--- src/hw/nbc_pkg.sv ---
// Constants and types shared by the nibble core datapath and its data RAM.
// Assumes a single clock domain and synchronous active-low reset.
`default_nettype none

package nbc_pkg;

   // ==========================================================
   // Widths and depths
   localparam int NBC_DATA_W = 4;
   localparam int NBC_PC_W = 12;
   localparam int NBC_ADDR_W = 8;
   localparam int NBC_RAM_DEPTH = 256;
   localparam int NBC_NREG = 5;
   localparam int NBC_STATES_PER_CYCLE = 4;

   // ==========================================================
   // Values after reset
   localparam logic [NBC_PC_W-1:0] NBC_RST_PC = 12'h000;
   localparam logic [3:0] NBC_RST_NIB = 4'h0;
   localparam logic NBC_RST_CARRY = 1'b0;
   localparam logic [7:0] NBC_RST_BYTE = 8'h00;

   // ==========================================================
   // Machine cycle states, one-hot
   typedef enum logic [3:0] {
      NBC_FIRST_CYCLE_STATE = 4'h1,
      NBC_SECOND_CYCLE_STATE = 4'h2,
      NBC_THIRD_CYCLE_STATE = 4'h4,
      NBC_FOURTH_CYCLE_STATE = 4'h8
   } nbc_state_t;

   // ==========================================================
   // Opcode map
   localparam logic [7:0] OP_NOP = 8'h00;
   localparam logic [7:0] OP_ADD_M = 8'h01;
   localparam logic [7:0] OP_ADC_M = 8'h02;
   localparam logic [7:0] OP_SUB_M = 8'h03;
   localparam logic [7:0] OP_SUB_BORROW_M = 8'h04;
   localparam logic [7:0] OP_ADD_I = 8'h05;
   localparam logic [7:0] OP_SUB_I = 8'h06;
   localparam logic [7:0] OP_DECIMAL_ADJUST = 8'h07;
   localparam logic [7:0] OP_AND_M = 8'h08;
   localparam logic [7:0] OP_OR_M = 8'h09;
   localparam logic [7:0] OP_XOR_M = 8'h0A;
   localparam logic [7:0] OP_AND_W = 8'h0B;
   localparam logic [7:0] OP_OR_W = 8'h0C;
   localparam logic [7:0] OP_XOR_W = 8'h0D;
   localparam logic [7:0] OP_AND_I = 8'h0E;
   localparam logic [7:0] OP_OR_I = 8'h0F;
   localparam logic [7:0] OP_XOR_I = 8'h10;
   localparam logic [7:0] OP_INC_A = 8'h11;
   localparam logic [7:0] OP_DEC_A = 8'h12;
   localparam logic [7:0] OP_INC_M0 = 8'h13;
   localparam logic [7:0] OP_INC_M1 = 8'h14;
   localparam logic [7:0] OP_DEC_M0 = 8'h15;
   localparam logic [7:0] OP_DEC_M1 = 8'h16;
   localparam logic [7:0] OP_LD_AM0 = 8'h17;
   localparam logic [7:0] OP_LD_AM1 = 8'h18;
   localparam logic [7:0] OP_ST_M0 = 8'h19;
   localparam logic [7:0] OP_ST_M1 = 8'h1A;
   localparam logic [7:0] OP_LD_P0 = 8'h40;
   localparam logic [7:0] OP_LD_P1 = 8'h41;
   localparam logic [7:0] OP_LD_FIFTH = 8'h42;
   // Register groups: upper five bits, index n in bits 2:0
   localparam logic [4:0] OP_INCR_GRP = 5'h04;
   localparam logic [4:0] OP_DECR_GRP = 5'h05;
   localparam logic [4:0] OP_LDR_GRP = 5'h06;
   localparam logic [4:0] OP_STR_GRP = 5'h07;
   // Immediate to work register: upper nibble, data in low nibble
   localparam logic [3:0] OP_MOVI_HI = 4'h7;

   // ==========================================================
   // Arithmetic constants
   localparam logic [3:0] NBC_BCD_MAX = 4'h9;
   localparam logic [3:0] NBC_BCD_FIX = 4'h6;
   localparam logic [2:0] NBC_LAST_REG = 3'h4;

endpackage : nbc_pkg

`default_nettype wire

--- src/hw/nbc_mem_if.sv ---
// Data RAM port between the datapath and its nibble memory.
// Assumes both ends run on the same clock.
`timescale 1ns/100ps
`default_nettype none

interface nbc_mem_if;
   logic [nbc_pkg::NBC_ADDR_W-1:0] addr;
   logic [nbc_pkg::NBC_DATA_W-1:0] wdata;
   logic we;
   logic [nbc_pkg::NBC_DATA_W-1:0] rdata;

   modport ctrl (output addr, output wdata, output we, input rdata);
   modport ram (input addr, input wdata, input we, output rdata);
endinterface : nbc_mem_if

`default_nettype wire

--- src/hw/nbc_core.sv ---
// Execution datapath of the 4-bit nibble core with its data RAM.
// Assumes the program ROM answers ROM_ADDR on the same clock by the end of
// the second state of each machine cycle.
//
// Summary of operation
// [RULE1] Every machine cycle runs four states, each one clock period long.
// [RULE2] Add memory, with or without carry, into work register; carry updated.
// [RULE3] Subtract memory, with or without borrow, from work register; carry updated.
// [RULE4] Add or subtract immediate nibble takes two bytes, two cycles, updates carry.
// [RULE5] Decimal adjust fixes work register to BCD after add; two bytes, two cycles.
// [RULE6] AND, OR, XOR memory into work register in one cycle.
// [RULE7] AND, OR, XOR work register into memory, written back, one cycle.
// [RULE8] AND, OR, XOR immediate into work register; two bytes long.
// [RULE9] Increment and decrement work register in one cycle.
// [RULE10] Increment and decrement working register zero to four in one cycle.
// [RULE11] Increment and decrement memory through either pointer pair, written back.
// [RULE12] Move between work register and working registers both ways.
// [RULE13] Move between work register and memory via either pointer pair.
// [RULE14] Load immediate nibble into work register.
// [RULE15] Load eight-bit immediate into primary pointer pair, two cycles.
// [RULE16] Load eight-bit immediate into secondary pointer pair, two cycles.
// [RULE17] Load immediate nibble into fifth working register.
// [RULE18] Pointer pair address: higher register upper nibble, lower register lower.
// [RULE19] Increment and decrement results wrap modulo sixteen.
`timescale 1ns/100ps
`default_nettype none

module nbc_core (
   // Clock and reset
   input wire logic MCLK,
   input wire logic RESET_N,
   // Program ROM fetch
   output logic [nbc_pkg::NBC_PC_W-1:0] ROM_ADDR,
   input wire logic [7:0] ROM_DATA,
   // Status
   output logic [3:0] STATE,
   output logic [nbc_pkg::NBC_DATA_W-1:0] WORK_NIBBLE,
   output logic CARRY,
   output logic INSTR_DONE
);
   import nbc_pkg::*;

   nbc_state_t state_r;
   nbc_state_t state_nxt;
   logic [NBC_PC_W-1:0] pc_r;
   logic [7:0] op_r;
   logic [7:0] imm_r;
   logic second_r;
   logic done_r;
   logic [3:0] work_nibble_r;
   logic [3:0] work_nibble_nxt;
   logic carry_flag_r;
   logic carry_flag_nxt;
   logic [3:0] wr_r [NBC_NREG];
   logic [3:0] wr_nxt [NBC_NREG];
   logic two_byte;
   logic exec_now;
   logic use_sec;
   logic mem_we_nxt;
   logic [3:0] mem_wd_nxt;
   logic [2:0] rn;
   logic rn_ok;

   nbc_mem_if mem_if ();

   nbc_ram u_ram (
      .clk (MCLK),
      .port (mem_if)
   );

   // ==========================================================
   // Machine cycle sequencer
   // [RULE1] four states per cycle
   always_comb begin
      case (state_r)
         NBC_FIRST_CYCLE_STATE: state_nxt = NBC_SECOND_CYCLE_STATE;
         NBC_SECOND_CYCLE_STATE: state_nxt = NBC_THIRD_CYCLE_STATE;
         NBC_THIRD_CYCLE_STATE: state_nxt = NBC_FOURTH_CYCLE_STATE;
         NBC_FOURTH_CYCLE_STATE: state_nxt = NBC_FIRST_CYCLE_STATE;
         default: state_nxt = NBC_FIRST_CYCLE_STATE;
      endcase
   end

   always_ff @(posedge MCLK) begin
      if (!RESET_N) begin
         state_r <= NBC_FIRST_CYCLE_STATE;
      end else begin
         state_r <= state_nxt;
      end
   end

   // ==========================================================
   // Fetch
   // Address moves at the end of each cycle, so it is stable for all four states
   always_ff @(posedge MCLK) begin
      if (!RESET_N) begin
         pc_r <= NBC_RST_PC;
      end else if (state_r == NBC_FOURTH_CYCLE_STATE) begin
         pc_r <= pc_r + 12'h001;
      end
   end

   always_ff @(posedge MCLK) begin
      if (!RESET_N) begin
         op_r <= OP_NOP;
         imm_r <= NBC_RST_BYTE;
      end else if (state_r == NBC_SECOND_CYCLE_STATE) begin
         if (second_r) begin
            imm_r <= ROM_DATA;
         end else begin
            op_r <= ROM_DATA;
         end
      end
   end

   // [RULE4] two-byte opcodes
   always_comb begin
      case (op_r)
         OP_ADD_I, OP_SUB_I, OP_DECIMAL_ADJUST: two_byte = 1'b1;
         OP_AND_I, OP_OR_I, OP_XOR_I: two_byte = 1'b1;
         OP_LD_P0, OP_LD_P1, OP_LD_FIFTH: two_byte = 1'b1;
         default: two_byte = 1'b0;
      endcase
   end

   // Second cycle fetches the operand byte, execution waits for it
   always_ff @(posedge MCLK) begin
      if (!RESET_N) begin
         second_r <= 1'b0;
      end else if (state_r == NBC_FOURTH_CYCLE_STATE) begin
         second_r <= two_byte && !second_r;
      end
   end

   assign exec_now = (state_r == NBC_FOURTH_CYCLE_STATE) && (second_r || !two_byte);

   // ==========================================================
   // Data memory addressing
   // [RULE18] high register is the upper nibble
   always_comb begin
      case (op_r)
         OP_INC_M1, OP_DEC_M1, OP_LD_AM1, OP_ST_M1: use_sec = 1'b1;
         default: use_sec = 1'b0;
      endcase
   end

   assign mem_if.addr = use_sec ? {wr_r[3], wr_r[2]} : {wr_r[1], wr_r[0]};
   assign mem_if.wdata = mem_wd_nxt;
   assign mem_if.we = exec_now && mem_we_nxt;

   // ==========================================================
   // ALU and move network
   assign rn = op_r[2:0];
   assign rn_ok = (rn <= NBC_LAST_REG);

   always_comb begin
      work_nibble_nxt = work_nibble_r;
      carry_flag_nxt = carry_flag_r;
      mem_we_nxt = 1'b0;
      mem_wd_nxt = work_nibble_r;
      for (int i = 0; i < NBC_NREG; i++) begin
         wr_nxt[i] = wr_r[i];
      end
      case (op_r)
         // [RULE2] add memory
         OP_ADD_M: {carry_flag_nxt, work_nibble_nxt} =
            {1'b0, work_nibble_r} + {1'b0, mem_if.rdata};
         OP_ADC_M: {carry_flag_nxt, work_nibble_nxt} =
            {1'b0, work_nibble_r} + {1'b0, mem_if.rdata} + {4'h0, carry_flag_r};
         // [RULE3] carry holds the borrow
         OP_SUB_M: {carry_flag_nxt, work_nibble_nxt} =
            {1'b0, work_nibble_r} - {1'b0, mem_if.rdata};
         OP_SUB_BORROW_M: {carry_flag_nxt, work_nibble_nxt} =
            {1'b0, work_nibble_r} - {1'b0, mem_if.rdata} - {4'h0, carry_flag_r};
         // [RULE4] immediate add and subtract
         OP_ADD_I: {carry_flag_nxt, work_nibble_nxt} =
            {1'b0, work_nibble_r} + {1'b0, imm_r[3:0]};
         OP_SUB_I: {carry_flag_nxt, work_nibble_nxt} =
            {1'b0, work_nibble_r} - {1'b0, imm_r[3:0]};
         // [RULE5] decimal adjust
         OP_DECIMAL_ADJUST: begin
            if ((work_nibble_r > NBC_BCD_MAX) || carry_flag_r) begin
               work_nibble_nxt = work_nibble_r + NBC_BCD_FIX;
               carry_flag_nxt = 1'b1;
            end
         end
         // [RULE6] logic into work register
         OP_AND_M: work_nibble_nxt = work_nibble_r & mem_if.rdata;
         OP_OR_M: work_nibble_nxt = work_nibble_r | mem_if.rdata;
         OP_XOR_M: work_nibble_nxt = work_nibble_r ^ mem_if.rdata;
         // [RULE7] logic written back
         OP_AND_W: begin
            mem_wd_nxt = work_nibble_r & mem_if.rdata;
            mem_we_nxt = 1'b1;
         end
         OP_OR_W: begin
            mem_wd_nxt = work_nibble_r | mem_if.rdata;
            mem_we_nxt = 1'b1;
         end
         OP_XOR_W: begin
            mem_wd_nxt = work_nibble_r ^ mem_if.rdata;
            mem_we_nxt = 1'b1;
         end
         // [RULE8] logic with immediate
         OP_AND_I: work_nibble_nxt = work_nibble_r & imm_r[3:0];
         OP_OR_I: work_nibble_nxt = work_nibble_r | imm_r[3:0];
         OP_XOR_I: work_nibble_nxt = work_nibble_r ^ imm_r[3:0];
         // [RULE9] [RULE19] wrapping step of work register
         OP_INC_A: work_nibble_nxt = work_nibble_r + 4'h1;
         OP_DEC_A: work_nibble_nxt = work_nibble_r - 4'h1;
         // [RULE11] memory step, written back
         OP_INC_M0, OP_INC_M1: begin
            mem_wd_nxt = mem_if.rdata + 4'h1;
            mem_we_nxt = 1'b1;
         end
         OP_DEC_M0, OP_DEC_M1: begin
            mem_wd_nxt = mem_if.rdata - 4'h1;
            mem_we_nxt = 1'b1;
         end
         // [RULE13] moves with memory
         OP_LD_AM0, OP_LD_AM1: work_nibble_nxt = mem_if.rdata;
         OP_ST_M0, OP_ST_M1: mem_we_nxt = 1'b1;
         // [RULE15] primary pair load
         OP_LD_P0: begin
            wr_nxt[0] = imm_r[3:0];
            wr_nxt[1] = imm_r[7:4];
         end
         // [RULE16] secondary pair load
         OP_LD_P1: begin
            wr_nxt[2] = imm_r[3:0];
            wr_nxt[3] = imm_r[7:4];
         end
         // [RULE17] fifth register load
         OP_LD_FIFTH: wr_nxt[4] = imm_r[3:0];
         default: begin
            // [RULE14] immediate into work register
            if (op_r[7:4] == OP_MOVI_HI) begin
               work_nibble_nxt = op_r[3:0];
            end else if (rn_ok) begin
               // [RULE10] [RULE12] register group by index
               case (op_r[7:3])
                  OP_INCR_GRP: wr_nxt[rn] = wr_r[rn] + 4'h1;
                  OP_DECR_GRP: wr_nxt[rn] = wr_r[rn] - 4'h1;
                  OP_LDR_GRP: work_nibble_nxt = wr_r[rn];
                  OP_STR_GRP: wr_nxt[rn] = work_nibble_r;
                  default: work_nibble_nxt = work_nibble_r;
               endcase
            end
         end
      endcase
   end

   // ==========================================================
   // Architectural state
   always_ff @(posedge MCLK) begin
      if (!RESET_N) begin
         work_nibble_r <= NBC_RST_NIB;
         carry_flag_r <= NBC_RST_CARRY;
      end else if (exec_now) begin
         work_nibble_r <= work_nibble_nxt;
         carry_flag_r <= carry_flag_nxt;
      end
   end

   for (genvar g = 0; g < NBC_NREG; g++) begin : g_wr
      always_ff @(posedge MCLK) begin
         if (!RESET_N) begin
            wr_r[g] <= NBC_RST_NIB;
         end else if (exec_now) begin
            wr_r[g] <= wr_nxt[g];
         end
      end
   end

   always_ff @(posedge MCLK) begin
      if (!RESET_N) begin
         done_r <= 1'b0;
      end else begin
         done_r <= exec_now;
      end
   end

   assign ROM_ADDR = pc_r;
   assign STATE = state_r;
   assign WORK_NIBBLE = work_nibble_r;
   assign CARRY = carry_flag_r;
   assign INSTR_DONE = done_r;
endmodule // nbc_core

`default_nettype wire

--- src/hw/nbc_ram.sv ---
// Data memory of 256 nibbles with registered read data.
// Assumes address stays stable for one edge before the data are used.
`timescale 1ns/100ps
`default_nettype none

module nbc_ram (
   // Clock
   input wire logic clk,
   // Memory port
   nbc_mem_if.ram port
);
   import nbc_pkg::*;

   logic [NBC_DATA_W-1:0] mem_q [NBC_RAM_DEPTH];

   // ==========================================================
   // Storage
   // Contents are not reset, as on the real array
   always_ff @(posedge clk) begin
      if (port.we) begin
         mem_q[port.addr] <= port.wdata;
      end
   end

   // Read returns old data on a same-address write
   always_ff @(posedge clk) begin
      port.rdata <= mem_q[port.addr];
   end

endmodule // nbc_ram

`default_nettype wire

--- config.mk ---
export PLATFORM = sky130hd
export DESIGN_NAME = nbc_core
export DESIGN_NICKNAME = d
export VERILOG_FILES = /design/src/hw/nbc_pkg.sv /design/src/hw/nbc_mem_if.sv /design/src/hw/nbc_core.sv /design/src/hw/nbc_ram.sv
export SDC_FILE = /design/constraint.sdc
export NUM_CORES = 1
export LEC_CHECK = 0
export BUFFER_PORTS_ARGS = -buffer_cell sky130_fd_sc_hd__buf_2
export CORE_MARGIN = 2
export CORE_UTILIZATION = 55
export CTS_BUF_LIST = sky130_fd_sc_hd__clkbuf_2 sky130_fd_sc_hd__clkbuf_4 sky130_fd_sc_hd__clkbuf_8
export DETAILED_ROUTE_END_ITERATION = 6
export PLACE_DENSITY = 0.73
export SLEW_MARGIN = 20
export SYNTH_ARGS = -nofsm -noshare
export SYNTH_HDL_FRONTEND = slang
export SYNTH_SLANG_ARGS = --single-unit
export TNS_END_PERCENT = 10
--- constraint.sdc ---
create_clock -name MCLK -period 13.2 [get_ports MCLK]
set_input_delay 1.98 -clock MCLK [delete_from_list [all_inputs] [get_ports MCLK]]
set_output_delay 1.98 -clock MCLK [all_outputs]
set_load 0.005 [all_outputs]
==> summary.md <==
| Metric | Value |
|---|---|
| Setup TNS | 0 ns |
| Overflow after GRT | 0 |
| CTS Buffer Depth | 3 |
| Height of the chip | between 200 and 300 um |
| Synthesized Nets | 3630 |
| Pin count of the biggest net entering global routing | approximately 230 |
| Synthesis-to-layout area growth | 9.76% |
| Worst hold path class | register to register |
| Final Skew | 0.0438 ns |
| Area share of the largest cell type after synthesis | 65.7% |
| Routed Antenna Nets | 0 |
| Post-Synth Simple-Gate Area | 8.31% |
| Leakage | 18.9 nW |
| CP peak stage delay | 0.96 ns |
| Worst EP required | ~14 ns |
| Tmin final | approximately 7.3 ns |
| Final hold vios | 0 |
| YS warnings | 0 |
| Via count | approximately 33k |
| Vias in the first global route | a little over 30k |
| CP max stage cell | nor2_4 |
| Final layout net count | between 3k and 4k |
| Dpl hpwl | roughly 74 mm |
| Top-Level Pins | 32 |
| Vias per cell | about 6.7 |
| Initial drt markers | ~4.6k |
| Compound-gate portion of the synthesized area | between 10% and 20% |
| Startpoint Class | register |
| Crit path DAT | about 7.8 ns |
| Starting Density | between 50 and 60% |
| Core area | ~86000 um^2 |
| Dpl cell area | between 40000 and 50000 um^2 |
| Register area share after synthesis | between 60% and 70% |
| CP most frequent cell | buf_4 |
| Seq cells post-synth | 1090 |
| DRC violations left | 0 |
| Relative slew slack | between 20% and 30% |
| Largest cells by area after synthesis | edfxtp_1, mux2i_1, a21oi_1, nand3_1, nor2_1 |
| Worst path cell trace | or4b_2 -> buf_4 -> o31a_2 -> buf_4 -> nor2_4 -> buf_4 -> buf_4 -> nand3_1 -> buf_4 -> nor2_1 |
| Post-Route WL | roughly 130 mm |
| Multi-input gate area | 14400 um^2 |
| Crit path buf inv count | 5 |
| Dominant cell type by area after synthesis | edfxtp_1 |
| Cell count after synthesis | roughly 3.6k |
| Total GRT Usage | a little under 30% |
| Main combinational cell family by area after synthesis | compound AO/OA/AOI/OAI gates |
| GP Congestion | approximately 0.95 |
| Synth cell types | slightly above 70 |
| Mean Syn Cell Area | ~13 um^2 |
| RSZ-0062 raised after global routing | false |
| Post-synth EDFFs | between 1k and 1.5k |
| Max-slew violations | 0 |
| Top-count cell post-synth | edfxtp_1 |
| Slew @ Worst Pin | 1.17 ns |
| Synth cell count leaders | edfxtp_1, nor2_1, mux2i_1, a21oi_1, nand3_1 |
| CTS resizes | 0 |
| Status | finished clean |
| Adder-Cell Fraction of Synth Area | under 10% |
| Core Util, Final | around three fifths |
| Pwr per Cell Area | between 100 and 150 nW/um^2 |
| # H-tree levels | 4 |
| Port bufs | 31 |
| CP Capture Type | register |
| Clock sink count | roughly 1.1k |
| Hold_buf cts | 0 |
| Crit Path Class | register to register |
| Final setup viols | 0 |
| CP Max Fanout | 75 |
| Xor and xnor area share after synthesis | less than 1% |
| Sequential standard cell area | about 32000 um^2 |
| Max-cap violation count | 0 |
| Share of cells above drive strength 1 | between 10 and 15% |
| Clk Latency, worst-skew pair | ~0.85 ns |
| Die width | 299 um |
| FMAX | between 0.1 and 0.15 GHz |
| Cell area after layout | between 50000 and 60000 um^2 |
| CTS tree | built |
| Post-CTS Setup Inserts | 0 |
| Total CTS buffers | roughly 170 |
| Initial antenna violation count | 2 |
| Synth Flop Type | edfxtp_1 |
| Root buffer cell | clkbuf_8 |
| Tcrit/Tclk final | between 50% and 60% |
| First-pass GRT wire length | slightly below 200 mm |
| Synth Cell Area | roughly 48000 um^2 |
| Hold slack | just over 0.5 ns |
| Ys async rst share | 0% |
| Multiplexer share of the synthesized area | approximately 6.9% |
| Die area | a little under 90000 um^2 |
| Fill cells | about 6.6k |
| Clk slew on worst S/H paths | about 0.060 ns |
| Worst vdd ir | about 0.1 mV |
| Standard-cell rows | approximately 110 |
| Wire per inst | about 27 um |
| Crit-path leading delay family | buffers and inverters |
| Drt pass-1 iters | 7 |
[state kept, by name, summed over array words and instances (netlist names), named ones only]
name and flops:
ROM_ADDR 12, op_r 8, CARRY 1, imm_r 8, u_ram.port.rdata 4, INSTR_DONE 1
u_ram.mem_q 1024, STATE 4, second_r 1, wr_r 20, WORK_NIBBLE 4
[worst register-to-register path, cell delays in order (launching register included)]
cell and delay [ns]:
dfxtp_1 0.62, or4b_2 0.63, buf_4 0.35, o31a_2 0.44, buf_4 0.36, nor2_4 1.03, buf_4 0.91, buf_4 0.90
nand3_1 0.95, buf_4 0.53, nor2_1 0.31
[final timing paths]
check / start / end / slack, ns / depth (start not counted)
worst min register to register: imm_r[4]$_SDFFE_PN0P_ / imm_r[4]$_SDFFE_PN0P_ / 0.51 / 2
worst max register to register: op_r[4]$_SDFFE_PN0P_ / u_ram.mem_q[104][0]$_DFFE_PP_ / 5.85 / 10
worst min-delay path: imm_r[4]$_SDFFE_PN0P_ / imm_r[4]$_SDFFE_PN0P_ / 0.51 / 2
worst max-delay path: op_r[4]$_SDFFE_PN0P_ / u_ram.mem_q[104][0]$_DFFE_PP_ / 5.85 / 10
[layout by cell type (no fill, tap or decap), types with 36 or more instances in the layout]
cell	instances
nand3_1	245
nor2_1	301
clkbuf_4	45
o22ai_1	55
ha_1	36
a2111oi_0	37
clkinv_1	40
a31oi_1	39
nand2_1	62
clkbuf_8	174
mux2_2	43
edfxtp_1	1044
o211ai_1	38
o21ai_0	212
nor3_1	44
dfxtp_1	45
buf_4	79
a21oi_1	256
mux2i_1	264
nand4_1	40
o22a_1	72
[report_power, final]
part | internal (mW) | leakage [nW] | switching [mW]
sequential | 3.74 | 12.3 | 0.0169
clock | 1.47 | 1.76 | 1.34
combinational | 0.0784 | 4.84 | 0.204
[stage by stage]
step / worst slack (ns) / cells / total power, mW
final: 5.85 / 4852 / 6.85
after global routing: 5.63 / 4851 / 7.04
after CTS: 6.02 / 4849 / 6.86
after detailed placement: 6.03 / 4546 / 4.10
after global placement: 6.16 / 4546 / 4.10
after floorplan: 3.09 / 3578 / 4.01
[kinds of logic (layout without fill, tap and decap cells)]
group / count (synthesis) / after routing
DFF: 1090 / 1090
AOI/OAI and AO/OA: 943 / 943
and+or+nand+nor: 822 / 822
buffers and inverters: 334 / 450
muxes: 318 / 318
adders and majority gates: 42 / 42
xor gates and xnor gates: 29 / 29
other: 0 / 3
[final cells by class]
| type | instances | share of cell area [%] |
|---|---|---|
| antenna | 3 | 0.0143 |
| clock buffer | 219 | 5.22 |
| clock inverter | 84 | 1.13 |
| inverter | 31 | 0.222 |
| multi-input combinational | 2154 | 27.4 |
| sequential | 1090 | 61.6 |
| tap | 1155 | 2.76 |
| timing repair buffer | 116 | 1.64 |
[metal layers]
metal  vias to the layer above  GRT usage, %  part of all wire, %
met4                         0          11.0                  3.5
met2                      2124          44.4                   46
met3                       306          7.02                   11
met5                         -             0                    0
li1                      14000             -                    -
met1                     16200          41.0                   39
Note: power is estimated with default switching activity, not from simulation.
